**src/mxio_pkg.sv**
```systemverilog
package mxio_pkg;

  localparam int unsigned CLK_HZ = 10_000_000;
  // debounce: active level must persist longer than 3 ms
  localparam int unsigned DEBOUNCE_MS = 3;
  localparam int unsigned DEBOUNCE_CYC = CLK_HZ / 1000 * DEBOUNCE_MS;
  // step clock ceiling 78 kHz; minimum period rounds up
  localparam int unsigned STEP_MAX_HZ = 78_000;
  localparam int unsigned STEP_MIN_CYC = (CLK_HZ + STEP_MAX_HZ - 1) / STEP_MAX_HZ;
  localparam int unsigned STEP_HIGH_CYC = STEP_MIN_CYC / 2;

  // register offsets
  localparam logic [3:0] REG_CFG = 4'h0;
  localparam logic [3:0] REG_STATUS = 4'h1;
  localparam logic [3:0] REG_IRQ_STAT = 4'h2;
  localparam logic [3:0] REG_IRQ_MASK = 4'h3;

  // cfg field positions
  localparam int unsigned CFG_OUT_MODE = 0;
  localparam int unsigned CFG_INVERT = 1;
  localparam int unsigned CFG_ACT_LSB = 2;
  localparam int unsigned CFG_OSEL_LSB = 5;
  localparam int unsigned CFG_EXT_DRV = 7;
  localparam int unsigned CFG_INPUT_EN = 8;
  localparam logic [8:0] CFG_RESET = 9'h000;

  // status field positions
  localparam int unsigned ST_LINE = 0;
  localparam int unsigned ST_ALARM = 1;
  localparam int unsigned ST_EXT = 2;

  // interrupt bits
  localparam int unsigned IRQ_TRIG = 0;
  localparam int unsigned IRQ_ALARM = 1;
  localparam int unsigned IRQ_W = 2;

  typedef enum logic [2:0] {
    ACT_STOP = 3'h0,
    ACT_POWER_OFF = 3'h1,
    ACT_SHIFT = 3'h2,
    ACT_HOME = 3'h3,
    ACT_ALARM = 3'h4
  } mxio_action_t;

  typedef enum logic [1:0] {
    OSEL_MOVING = 2'h0,
    OSEL_ALARM = 2'h1,
    OSEL_WIND = 2'h2,
    OSEL_PRESENT = 2'h3
  } mxio_osel_t;

  typedef struct packed {
    logic stop;
    logic windingPowerOff;
    logic relativeShift;
    logic home;
  } mxio_cmd_t;

  typedef struct packed {
    logic moving;
    logic windingsPowered;
    logic motorPresent;
  } mxio_motion_t;

  typedef struct packed {
    logic [3:0] addr;
    logic [31:0] wdata;
    logic wr;
    logic rd;
  } mxio_bus_req_t;

endpackage

```
**src/mxio_aux_io.sv**
```systemverilog
// Notes on behaviour
// line set as input or output
// high active by default, invert flips
// input mode reports logical line state
// activation launches one selected action
// alarm action kills bridge, latches until reinit
// invert change can also cause activation
// action only after active over 3 ms
// active at power-up also triggers
// output mode shows selected event
// driver uses enable, direction, step clock
// direction high right, low left
// one pulse per microstep displacement
// step rate never above 78 kHz
// driver mode takes over shared pin
// external driver uses same step division
// debounce restarts when input leaves active
// enable only in driver mode, windings on
`timescale 1ns/100ps
module mxio_aux_io
(
  // clock and reset
  input wire logic clk,
  input wire logic sys_rst,
  // register port
  input wire mxio_pkg::mxio_bus_req_t busReq,
  output logic [31:0] busRdata,
  output logic irq,
  // motion core
  input wire mxio_pkg::mxio_motion_t motion,
  input wire logic reinit,
  input wire logic stepReq,
  input wire logic stepDirRight,
  output logic stepAccept,
  output mxio_pkg::mxio_cmd_t actionCmd,
  output logic alarmActive,
  output logic bridgeEnable,
  // shared pin and driver outputs
  input wire logic ioLineIn,
  output logic ioLineOut,
  output logic ioLineOe,
  output logic drvEnable,
  output logic drvDirection
);
  import mxio_pkg::*;

  logic [8:0] cfg_q;
  logic [IRQ_W-1:0] irqStat_q, irqMask_q;
  logic syncA_q, syncB_q;
  logic [23:0] dbCnt_q;
  logic qualified_q, armed_q;
  logic alarm_q;
  logic [7:0] stepCnt_q;
  logic stepOut_q, dir_q;
  logic [31:0] rdata_q;
  mxio_cmd_t cmd_q;
  logic lineActive, trigger, isOut, extMode;
  mxio_action_t act;
  mxio_osel_t osel;
  logic eventLevel;

  assign isOut = cfg_q[CFG_OUT_MODE];
  assign extMode = cfg_q[CFG_EXT_DRV];
  assign act = mxio_action_t'(cfg_q[CFG_ACT_LSB +: 3]);
  assign osel = mxio_osel_t'(cfg_q[CFG_OSEL_LSB +: 2]);

  always_ff @(posedge clk)
  begin
    if (sys_rst)
      cfg_q <= CFG_RESET;
    else if (busReq.wr && busReq.addr == REG_CFG)
      cfg_q <= busReq.wdata[8:0];
  end

  // two-stage synchroniser on the pin
  always_ff @(posedge clk)
  begin
    if (sys_rst)
    begin
      syncA_q <= 1'b0;
      syncB_q <= 1'b0;
    end
    else
    begin
      syncA_q <= ioLineIn;
      syncB_q <= syncA_q;
    end
  end

  // invert is applied after sync, so toggling it also makes the line active
  assign lineActive = (syncB_q ^ cfg_q[CFG_INVERT]) && !isOut && !extMode;

  // counter runs from zero after every drop; armed_q starts high so a line
  // already active out of reset still qualifies once
  always_ff @(posedge clk)
  begin
    if (sys_rst)
    begin
      dbCnt_q <= 24'h000000;
      qualified_q <= 1'b0;
    end
    else if (!lineActive)
    begin
      dbCnt_q <= 24'h000000;
      qualified_q <= 1'b0;
    end
    else if (dbCnt_q < 24'(DEBOUNCE_CYC))
      dbCnt_q <= dbCnt_q + 24'h000001;
    else
      qualified_q <= 1'b1;
  end

  assign trigger = qualified_q && armed_q && cfg_q[CFG_INPUT_EN];

  always_ff @(posedge clk)
  begin
    if (sys_rst)
      armed_q <= 1'b1;
    else if (!lineActive)
      armed_q <= 1'b1;
    else if (trigger)
      armed_q <= 1'b0;
  end

  always_ff @(posedge clk)
  begin
    if (sys_rst)
      cmd_q <= '0;
    else
    begin
      cmd_q.stop <= trigger && act == ACT_STOP;
      cmd_q.windingPowerOff <= trigger && act == ACT_POWER_OFF;
      cmd_q.relativeShift <= trigger && act == ACT_SHIFT;
      cmd_q.home <= trigger && act == ACT_HOME;
    end
  end
  assign actionCmd = cmd_q;

  always_ff @(posedge clk)
  begin
    if (sys_rst)
      alarm_q <= 1'b0;
    else if (trigger && act == ACT_ALARM)
      alarm_q <= 1'b1;
    else if (reinit)
      alarm_q <= 1'b0;
  end
  assign alarmActive = alarm_q;
  assign bridgeEnable = !alarm_q && !extMode;

  always_comb
  begin
    unique case (osel)
      OSEL_MOVING: eventLevel = motion.moving;
      OSEL_ALARM: eventLevel = alarm_q;
      OSEL_WIND: eventLevel = motion.windingsPowered;
      OSEL_PRESENT: eventLevel = motion.motorPresent;
    endcase
  end

  // step clock: one pulse per accepted request, spaced at least STEP_MIN_CYC
  assign stepAccept = extMode && stepReq && stepCnt_q == 8'h00;

  always_ff @(posedge clk)
  begin
    if (sys_rst)
    begin
      stepCnt_q <= 8'h00;
      stepOut_q <= 1'b0;
      dir_q <= 1'b0;
    end
    else if (stepAccept)
    begin
      stepCnt_q <= 8'(STEP_MIN_CYC - 1);
      stepOut_q <= 1'b1;
      dir_q <= stepDirRight;
    end
    else
    begin
      if (stepCnt_q != 8'h00)
        stepCnt_q <= stepCnt_q - 8'h01;
      if (stepCnt_q <= 8'(STEP_MIN_CYC - STEP_HIGH_CYC))
        stepOut_q <= 1'b0;
    end
  end

  // cycles since the last accepted step, saturating at the minimum period;
  // checks the spacing independently of the down-counter that enforces it
  logic [7:0] sinceStep_q;

  always_ff @(posedge clk)
  begin
    if (sys_rst)
      sinceStep_q <= 8'(STEP_MIN_CYC);
    else if (stepAccept)
      sinceStep_q <= 8'h01;
    else if (sinceStep_q < 8'(STEP_MIN_CYC))
      sinceStep_q <= sinceStep_q + 8'h01;
  end

  // pin ownership: driver step clock wins, else output mode event level
  always_ff @(posedge clk)
  begin
    if (sys_rst)
    begin
      ioLineOut <= 1'b0;
      ioLineOe <= 1'b0;
      drvEnable <= 1'b0;
      drvDirection <= 1'b0;
    end
    else
    begin
      ioLineOe <= extMode || isOut;
      ioLineOut <= extMode ? stepOut_q : (eventLevel ^ cfg_q[CFG_INVERT]);
      drvEnable <= extMode && motion.windingsPowered && !alarm_q;
      drvDirection <= dir_q;
    end
  end

  always_ff @(posedge clk)
  begin
    if (sys_rst)
      irqMask_q <= '0;
    else if (busReq.wr && busReq.addr == REG_IRQ_MASK)
      irqMask_q <= busReq.wdata[IRQ_W-1:0];
  end

  // set wins over write-one-to-clear
  always_ff @(posedge clk)
  begin
    if (sys_rst)
      irqStat_q <= '0;
    else
    begin
      for (int i = 0; i < IRQ_W; i++)
      begin
        if ((i == IRQ_TRIG && trigger) || (i == IRQ_ALARM && trigger && act == ACT_ALARM))
          irqStat_q[i] <= 1'b1;
        else if (busReq.wr && busReq.addr == REG_IRQ_STAT && busReq.wdata[i])
          irqStat_q[i] <= 1'b0;
      end
    end
  end
  assign irq = |(irqStat_q & irqMask_q);

  always_ff @(posedge clk)
  begin
    if (sys_rst)
      rdata_q <= 32'h00000000;
    else if (busReq.rd)
    begin
      unique case (busReq.addr)
        REG_CFG: rdata_q <= {23'h000000, cfg_q};
        REG_STATUS: rdata_q <= {29'h00000000, extMode, alarm_q,
          isOut ? ioLineOut : (syncB_q ^ cfg_q[CFG_INVERT])};
        REG_IRQ_STAT: rdata_q <= {30'h00000000, irqStat_q};
        REG_IRQ_MASK: rdata_q <= {30'h00000000, irqMask_q};
        default: rdata_q <= 32'h00000000;
      endcase
    end
    else
      rdata_q <= 32'h00000000;
  end
  assign busRdata = rdata_q;

  a_alarm_latch: assert property (@(posedge clk) disable iff (sys_rst)
    alarm_q && !reinit |=> alarm_q && !bridgeEnable)
    else $error("alarm dropped without reinit");
  a_debounce_time: assert property (@(posedge clk) disable iff (sys_rst)
    qualified_q |-> dbCnt_q == 24'(DEBOUNCE_CYC))
    else $error("qualified before debounce time");
  a_debounce_restart: assert property (@(posedge clk) disable iff (sys_rst)
    !lineActive |=> dbCnt_q == 24'h000000 && !qualified_q)
    else $error("debounce not restarted");
  a_one_trigger: assert property (@(posedge clk) disable iff (sys_rst)
    trigger |=> !trigger[*8])
    else $error("repeated trigger on one activation");
  a_enable_gate: assert property (@(posedge clk) disable iff (sys_rst)
    drvEnable |-> $past(extMode) && $past(motion.windingsPowered))
    else $error("driver enable outside driver mode");
  a_step_spacing: assert property (@(posedge clk) disable iff (sys_rst)
    stepAccept |=> !stepAccept[*7])
    else $error("step rate too high");
  a_pin_takeover: assert property (@(posedge clk) disable iff (sys_rst)
    $past(extMode) |-> ioLineOe && ioLineOut == $past(stepOut_q))
    else $error("pin not given to step clock");
  a_out_event: assert property (@(posedge clk) disable iff (sys_rst)
    $past(isOut && !extMode) |-> ioLineOut == $past(eventLevel ^ cfg_q[CFG_INVERT]))
    else $error("output line not following event");
  a_dir_follow: assert property (@(posedge clk) disable iff (sys_rst)
    stepAccept |=> ##1 drvDirection == $past(stepDirRight, 2))
    else $error("direction not following request");
  a_step_period: assert property (@(posedge clk) disable iff (sys_rst)
    stepAccept |-> sinceStep_q >= 8'(STEP_MIN_CYC))
    else $error("step period below minimum");
  a_cmd_cause: assert property (@(posedge clk) disable iff (sys_rst)
    |actionCmd |-> $past(trigger))
    else $error("action without qualified trigger");
  a_alarm_entry: assert property (@(posedge clk) disable iff (sys_rst)
    $rose(alarm_q) |-> $past(trigger && act == ACT_ALARM))
    else $error("alarm entered without alarm action");
  a_drv_off: assert property (@(posedge clk) disable iff (sys_rst)
    !extMode |=> !drvEnable)
    else $error("driver enable left on");
  a_pin_release: assert property (@(posedge clk) disable iff (sys_rst)
    $past(!extMode && !isOut) |-> !ioLineOe)
    else $error("pin driven in input mode");
endmodule

```
**config.mk**
```make
export PLATFORM = sky130hd
export DESIGN_NAME = mxio_aux_io
export DESIGN_NICKNAME = d
export VERILOG_FILES = /design/src/mxio_pkg.sv /design/src/mxio_aux_io.sv
export SDC_FILE = /design/constraint.sdc
export NUM_CORES = 1
export LEC_CHECK = 0
export ABC_AREA = 0
export BUFFER_PORTS_ARGS = -buffer_cell sky130_fd_sc_hd__buf_4
export CAP_MARGIN = 20
export CORE_MARGIN = 1
export CORE_UTILIZATION = 44
export DETAILED_ROUTE_END_ITERATION = 12
export PLACE_DENSITY = 0.78
export SLEW_MARGIN = 20
export SYNTH_ARGS = -nofsm -noshare
export SYNTH_HDL_FRONTEND = slang
export SYNTH_SLANG_ARGS = --single-unit
```
**constraint.sdc**
```tcl
create_clock -name clk -period 4.3 [get_ports clk]
set_clock_uncertainty 0.15 [all_clocks]
set_input_delay 0 -clock clk [delete_from_list [all_inputs] [get_ports clk]]
set_output_delay 0 -clock clk [all_outputs]
set_load 0.05 [all_outputs]
```
==> implementation parameters, run 1 <==
Parameter                              Value

Status
  Status ... complete, no violations

CTS
  Clock Path Buffers ... 2
  TritonCTS Buffers ... 9
  Clock-pin slew reported for the worst setup and hold paths after clock tree synthesis ... about 0.07 ns
  Post-CTS Setup Repair Bufs ... 0
  Clk Latency, worst-skew pair ... 0.34 ns
  CTS tree ... done
  H-Tree Depth ... 3
  Clk sink count ... 69
  Cell at the root of the clock tree ... clkbuf_8

Cells and area
  Final core utilization ... 59.1%
  Relative area change from synthesis to final layout ... 29.1%
  Ratio of cells with drive above 1 in the final layout ... 15.8%
  Final instance area ... between 3000 and 4000 um2
  Antenna diode count ... 0
  Post-layout net count ... 452
  Final-layout fill cell count ... 487

Die
  Num ports ... 91
  Area of the die ... 6930 um2
  Die width ... 83.3 um
  Initial cell density of the core ... 45.8%
  Vertical die dimension ... 83.3 um
  Core region area ... 6350 um2
  Site Rows ... 29

Critical path
  Kind of critical path ... flop to flop
  CP Data Required Time ... 4.44 ns
  Arrival time worst endpoint ... 3.05 ns
  Worst setup EP type ... flop
  Worst setup SP type ... flop
  CP max FO ... 5

Route
  Vias per cell ... 5.08
  Post-route DRC ... 0
  Number of DRC violations after detailed-routing iteration 0 ... between 100 and 150
  Number of antenna-violating nets in the routed design ... 0
  Total number of vias ... 2456
  Routed len/inst ... 13.9 um
  First-pass iteration count of the detailed router ... 6
  Overall routed net length ... 6730 um

Global route
  Global-route wire length before repair ... 10900 um
  Vias in the first global route ... 2430
  Total routing resource utilization after global routing ... between 10% and 20%
  Residual overflow from global routing ... 0
  Antenna violations before repair ... 0
  Largest net degree at the start of global routing ... 32

Synthesis
  Leading cell type by number of instances after synthesis ... dfxtp_1
  Most instantiated cells after synthesis ... dfxtp_1, nor2_1, buf_4
  Area fraction of the dominant cell type after synthesis ... between 40% and 50%
  Number of library cell types mapped by synthesis ... 47
  Mapped cell area ... 2910 um2
  Library cell occupying the most area in the post-synthesis netlist ... dfxtp_1
  Async set-reset flop share out of synthesis ... 0%
  Sequential cell area fraction in the yosys report ... 47.5%
  FF+latch count, synth ... 69
  Mapped Avg Cell Area ... 9.11 um2
  Cells after synthesis ... 319
  Synth top area cells ... dfxtp_1, buf_4, nor2_1, a21oi_1, and2_1
  Count of yosys warnings during synthesis ... 0
  Number of synthesized flops with an enable pin ... 0
  Top_reg_cell synth ... dfxtp_1

Placement
  Count of buffers from port buffering ... 44
  Instance area after placement ... roughly 3200 um2
  Global placer's final weighted congestion ... 0.858
  DPL Wire Length ... 3890 um

Job
  Number of max-cap violations ... 0

Timing
  Shortest period the worst path allows ... 2.91 ns
  Setup repair after global routing missed its margin ... no
  Setup TNS ... 0 ns
  Maximum clock frequency ... about 0.34 GHz
  Final count of negative-setup-slack endpoints ... 0
  Share of the clock period used by the worst path ... slightly below 70%
  Slew at the pin closest to its max-slew limit ... between 0.8 and 0.9 ns
  Count of final max-slew check failures ... 0
  Tightest slew margin relative to the limit ... between 40% and 50%
  Count of endpoints failing hold in the final timing report ... 0

Power and ir drop
  Final total power ... 0.00151 W
  Leakage power ... 1.62 nW
  Power Density ... ~400 nW/um2
  Worst vdd rail ir drop ... between 0.3 and 0.4 mV

Min path
  Tightest Hold Check Type ... input port to flop
## routing by layer
layer	global-route usage [%]	share of wire [%]
met5	0	0
met4	9.25	2.2
met3	5.77	4.8
met2	34.6	52
met1	22.3	40
## worst paths after layout
kind / start / to / slack (ns) / cells after the start
worst max-delay path: stepCnt_q[2] / dir_q / 1.39 / 7
worst min-delay path: motion[0] / ioLineOut / 0.11 / 6
worst max register to register: stepCnt_q[2] / dir_q / 1.39 / 7
worst min register to register: syncA_q / syncB_q / 0.30 / 1
## cells in the final DEF, fill, tap and decap left out, drive strengths merged, types with 2 or more instances in the layout
master	n
dfxtp	69
nand3	14
or4	8
o21ai	4
nor3b	3
nor4	3
xor2	2
and4	2
inv	9
dlygate4sd3	37
clkinv	3
and2	17
a22o	2
nor2	38
a211oi	2
conb	23
and3	2
a31oi	2
mux2i	10
nand2	21
a21oi	21
nor2b	6
nor3	10
ha	4
nor4b	2
nand4	2
a21o	3
o31ai	5
clkbuf	12
xnor2	11
buf	45
## through the flow
stage               hold slack, ns  setup slack (ns)  cells
CTS                          0.106              1.54    483
global route                 0.146              1.20    483
global placement            0.0634              2.03    430
finish                       0.108              1.39    483
detailed placement          0.0674              1.97    430
floorplan                  -0.0218              2.00    341
## cell type report
| class | count | area (um2) | share of cell area [%] |
|---|---|---|---|
| well taps | 77 | 96.3 | 2.57 |
| multi-input cells | 230 | 1360 | 36.1 |
| flip-flops and latches | 69 | 1380 | 36.8 |
| clock inverters | 4 | 22.5 | 0.600 |
| repair buffers | 82 | 708 | 18.9 |
| inverters | 9 | 33.8 | 0.900 |
| clock buffers | 12 | 155 | 4.13 |
## worst max-delay path: stages (launching register included)
cell and delay (ns):
dfxtp_1 0.35, or4_1 0.58, nor4b_2 0.55, nand3_1 0.28
inv_1 0.20, nand2_1 0.08, a21oi_1 0.11, dlygate4sd3_1 0.55
## power by group
part / total (W) / leakage (nW) / switching, W / internal [W]
Sequential: 0.000722 / 0.558 / 0.0000452 / 0.000677
Clock: 0.000476 / 0.0921 / 0.000238 / 0.000238
Combinational: 0.000313 / 0.972 / 0.000181 / 0.000131
## cells by family after synthesis
| family | count (synthesis) | share of synthesized area (%) |
|---|---|---|
| buffers and inverters | 42 | 8.65 |
| xor gates and xnor gates | 13 | 3.92 |
| adders and majority gates | 4 | 1.72 |
| DFF | 69 | 47.5 |
| other | 1 | 0.129 |
| AOI/OAI and AO/OA | 45 | 9.73 |
| and+or+nand+nor | 134 | 24.1 |
| muxes | 11 | 4.22 |
## flip-flops by register name (all words and copies together) (netlist names), 2 cells and up
| signal | flops |
|---|---|
| busRdata | 9 |
| stepCnt_q | 8 |
| dbCnt_q | 24 |
| actionCmd | 4 |
| irqMask_q | 2 |
| irqStat_q | 2 |
| cfg_q | 9 |
## what timing repair did
item                                   CTS  global route
endpoints found under the hold margin   32             0
resized for setup                        0             0
hold buffers                            37             0
No activity file was read; power rests on OpenSTA's default activity.
==> run 2, diff against run 1 <==
PLACE_DENSITY = 0.81   (was 0.78)
clock period = 2.55 ns   (was 4.3 ns; I/O delays follow)
==> run 2 against run 1 <==
Critical path depth down 2. Clock power increased by 89%. First-iteration DRC count grew 10%. Sequential share of layout area decreased by 0.50 points. Non-clock buffer count up 1. Combinational power increased by 83%. Via count grew 1.7%. Critical endpoint is now stepAccept. Highest routed layer unchanged.
==> implementation parameters, run 2 (synthesis results as in run 1) <==
Parameter                              Value

Cells and area
  Most flops, register ... dbCnt_q
  Antenna diode count ... 0 (unchanged)
  Commonest non-fill, non-tap cells in the layout ... dfxtp_1, buf_4, nor2_1, dlygate4sd3_1, conb_1
  Ratio of cells with drive above 1 in the final layout ... 17.4% (+1.7 points)
  Relative area change from synthesis to final layout ... 30.9%
  Final core utilization ... 59.9% (+0.81 points)
  Max FFs per register ... 24 (unchanged)
  Post-layout net count ... 453 (+0.22%)
  Most frequent standard cell in the layout excluding fill and tap cells ... dfxtp_1

Critical path
  CP Data Required Time ... 2.40 ns (-2.04 ns)
  Slowest cell on crit path ... or4_1
  Kind of critical path ... flop to output port
  Number of buffers and inverters on the critical path ... 2 (unchanged)
  Cell type group with the largest total delay on the critical path ... simple AND/OR/NAND/NOR gates
  Worst setup SP type ... flop
  Worst setup EP type ... output port
  Arrival time worst endpoint ... 2.26 ns (-0.79 ns)
  Delay contributed by the slowest stage of the critical path ... 0.62 ns (+0.04 ns)
  Cells along the critical path ... or4_1 -> nor4b_4 -> nand3_2 -> inv_1 -> buf_4
  CP max FO ... 5 (unchanged)

CTS
  TritonCTS Buffers ... 9 (unchanged)
  Clock-pin slew reported for the worst setup and hold paths after clock tree synthesis ... 0.08 ns (about the same)
  Clock Path Buffers ... 2 (unchanged)
  Cell at the root of the clock tree ... clkbuf_8
  CTS tree ... done
  Clk sink count ... 69 (unchanged)
  H-Tree Depth ... 3 (unchanged)
  Clk Latency, worst-skew pair ... 0.36 ns (+0.02 ns)

Power and ir drop
  Switch share ... 30.9% (+0.11 points)
  P_sw ... 0.000830 W (+79%)
  Leakage power ... 1.64 nW (+1.3%)
  Worst vdd rail ir drop ... 0.631 mV (+73%)
  Sequential power share ... 45.3% (-2.5 points)
  Clock group share of total power ... 33.4% (+1.9 points)
  Final total power ... 0.00269 W (+78%)
  P_int ... 0.00186 W (+78%)
  Comb pwr share ... 21.3% (+0.6 points)
  Power Density ... 707 nW/um2 (+76%)

Die
  Area of the die ... 6930 um2 (unchanged)
  Initial cell density of the core ... 45.8% (unchanged)
  Die width ... 83.3 um (unchanged)
  Num ports ... 91 (unchanged)
  Site Rows ... 29 (unchanged)
  Core region area ... 6350 um2 (unchanged)
  Vertical die dimension ... 83.3 um (unchanged)

Timing
  Tightest slew margin relative to the limit ... 57.1% (+13 points)
  Share of the clock period used by the worst path ... 94.6%
  Min Hold Slack ... 0.0175 ns (-0.0902 ns)
  Shortest period the worst path allows ... 2.41 ns
  Count of final max-slew check failures ... 0 (unchanged)
  Setup repair after global routing missed its margin ... yes
  Minimum setup slack in the final design ... 0.138 ns (-1.26 ns)
  Slew at the pin closest to its max-slew limit ... 0.642 ns (-0.189 ns)
  Final count of negative-setup-slack endpoints ... 0 (unchanged)
  Maximum clock frequency ... 0.415 GHz
  Setup TNS ... 0 ns (unchanged)
  Count of endpoints failing hold in the final timing report ... 0 (unchanged)

Global route
  Residual overflow from global routing ... 0 (unchanged)
  Global-route wire length before repair ... 11500 um (+5.6%)
  Antenna violations before repair ... 0 (unchanged)
  Total routing resource utilization after global routing ... 21.0% (+1.1 points)
  Vias in the first global route ... 2443 (+0.53%)
  Largest net degree at the start of global routing ... 32 (unchanged)

Route
  Vias per cell ... 5.16 (+1.5%)
  Post-route DRC ... 0 (unchanged)
  Number of DRC violations after detailed-routing iteration 0 ... 137 (+10%)
  Routed len/inst ... 14.2 um (+2.0%)
  Total number of vias ... 2498 (+1.7%)
  Overall routed net length ... 6870 um (+2.2%)
  Number of antenna-violating nets in the routed design ... 0 (unchanged)
  First-pass iteration count of the detailed router ... 5 (-1)

Placement
  Count of buffers from port buffering ... 44 (unchanged)
  Worst setup slack before clock tree synthesis ... 0.204 ns (-1.76 ns)
  DPL Wire Length ... 3910 um (+0.50%)
  Global placer's final weighted congestion ... 0.867 (+1.1%)

Status
  Status ... complete, no violations

Min path
  Tightest Hold Check Type ... input port to flop

Job
  Number of max-cap violations ... 0 (unchanged)
-- run 2: path summary, 6_finish.rpt --
path / from / endpoint / slack [ns] / depth (start not counted)
max: stepCnt_q[2] / stepAccept / 0.14 / 5
min: busReq[37] / irqStat_q[1] / 0.02 / 5
max reg2reg: dbCnt_q[5] / dbCnt_q[13] / 0.17 / 5
min reg2reg: syncA_q / syncB_q / 0.29 / 1
-- run 2: what timing repair did --
action | CTS | global route
hold endpoints to repair | 31 | 0
endpoints found under the setup margin | 1 | 8
setup buffers | 0 | 2
gates resized for setup | 1 | 4
hold buffers | 36 | 0
pin swaps | 0 | 1
-- run 2: through the flow --
| step | instance area, um2 | std cells |
|---|---|---|
| after floorplan | 2990 | 341 |
| after global placement | 3210 | 430 |
| after detailed placement | 3210 | 430 |
| after CTS | 3770 | 482 |
| after global routing | 3800 | 484 |
| final | 3800 | 484 |
-- run 2: routing by layer --
| metal | GRT usage [%] | routed length (um) | vias to the layer above |
|---|---|---|---|
| li1 | - | - | 1219 |
| met1 | 23.1 | 2790 | 1194 |
| met2 | 38.0 | 3630 | 71 |
| met3 | 6.26 | 306 | 14 |
| met4 | 7.84 | 146 | 0 |
| met5 | 0 | 0 | - |
-- run 2: power groups by stage --
stage	logic [W]	registers, W	clock network, W
3_3_place_gp	0.000457	0.00123	0
5_1_grt	0.000635	0.00123	0.000959
2_1_floorplan	0.000415	0.00122	0
3_5_place_dp	0.000472	0.00124	0
4_1_cts	0.000524	0.00122	0.000897
6_report	0.000574	0.00122	0.000898
-- run 2: final cells by class --
class                   count  area (um2)
clock buffers               9         124
fillers                   480        2540
multi-input cells         230        1380
well taps                  77        96.3
repair buffers             83         713
flip-flops and latches     69        1380
inverters                   9        33.8
clock inverters             7        73.8
-- run 2: worst register-to-register path, stage by stage (launching register included) --
cell	delay (ns)
dfxtp_1	0.35
a211o_1	0.30
a311o_1	0.42
a21o_1	0.34
or4_1	0.56
a21oi_1	0.19
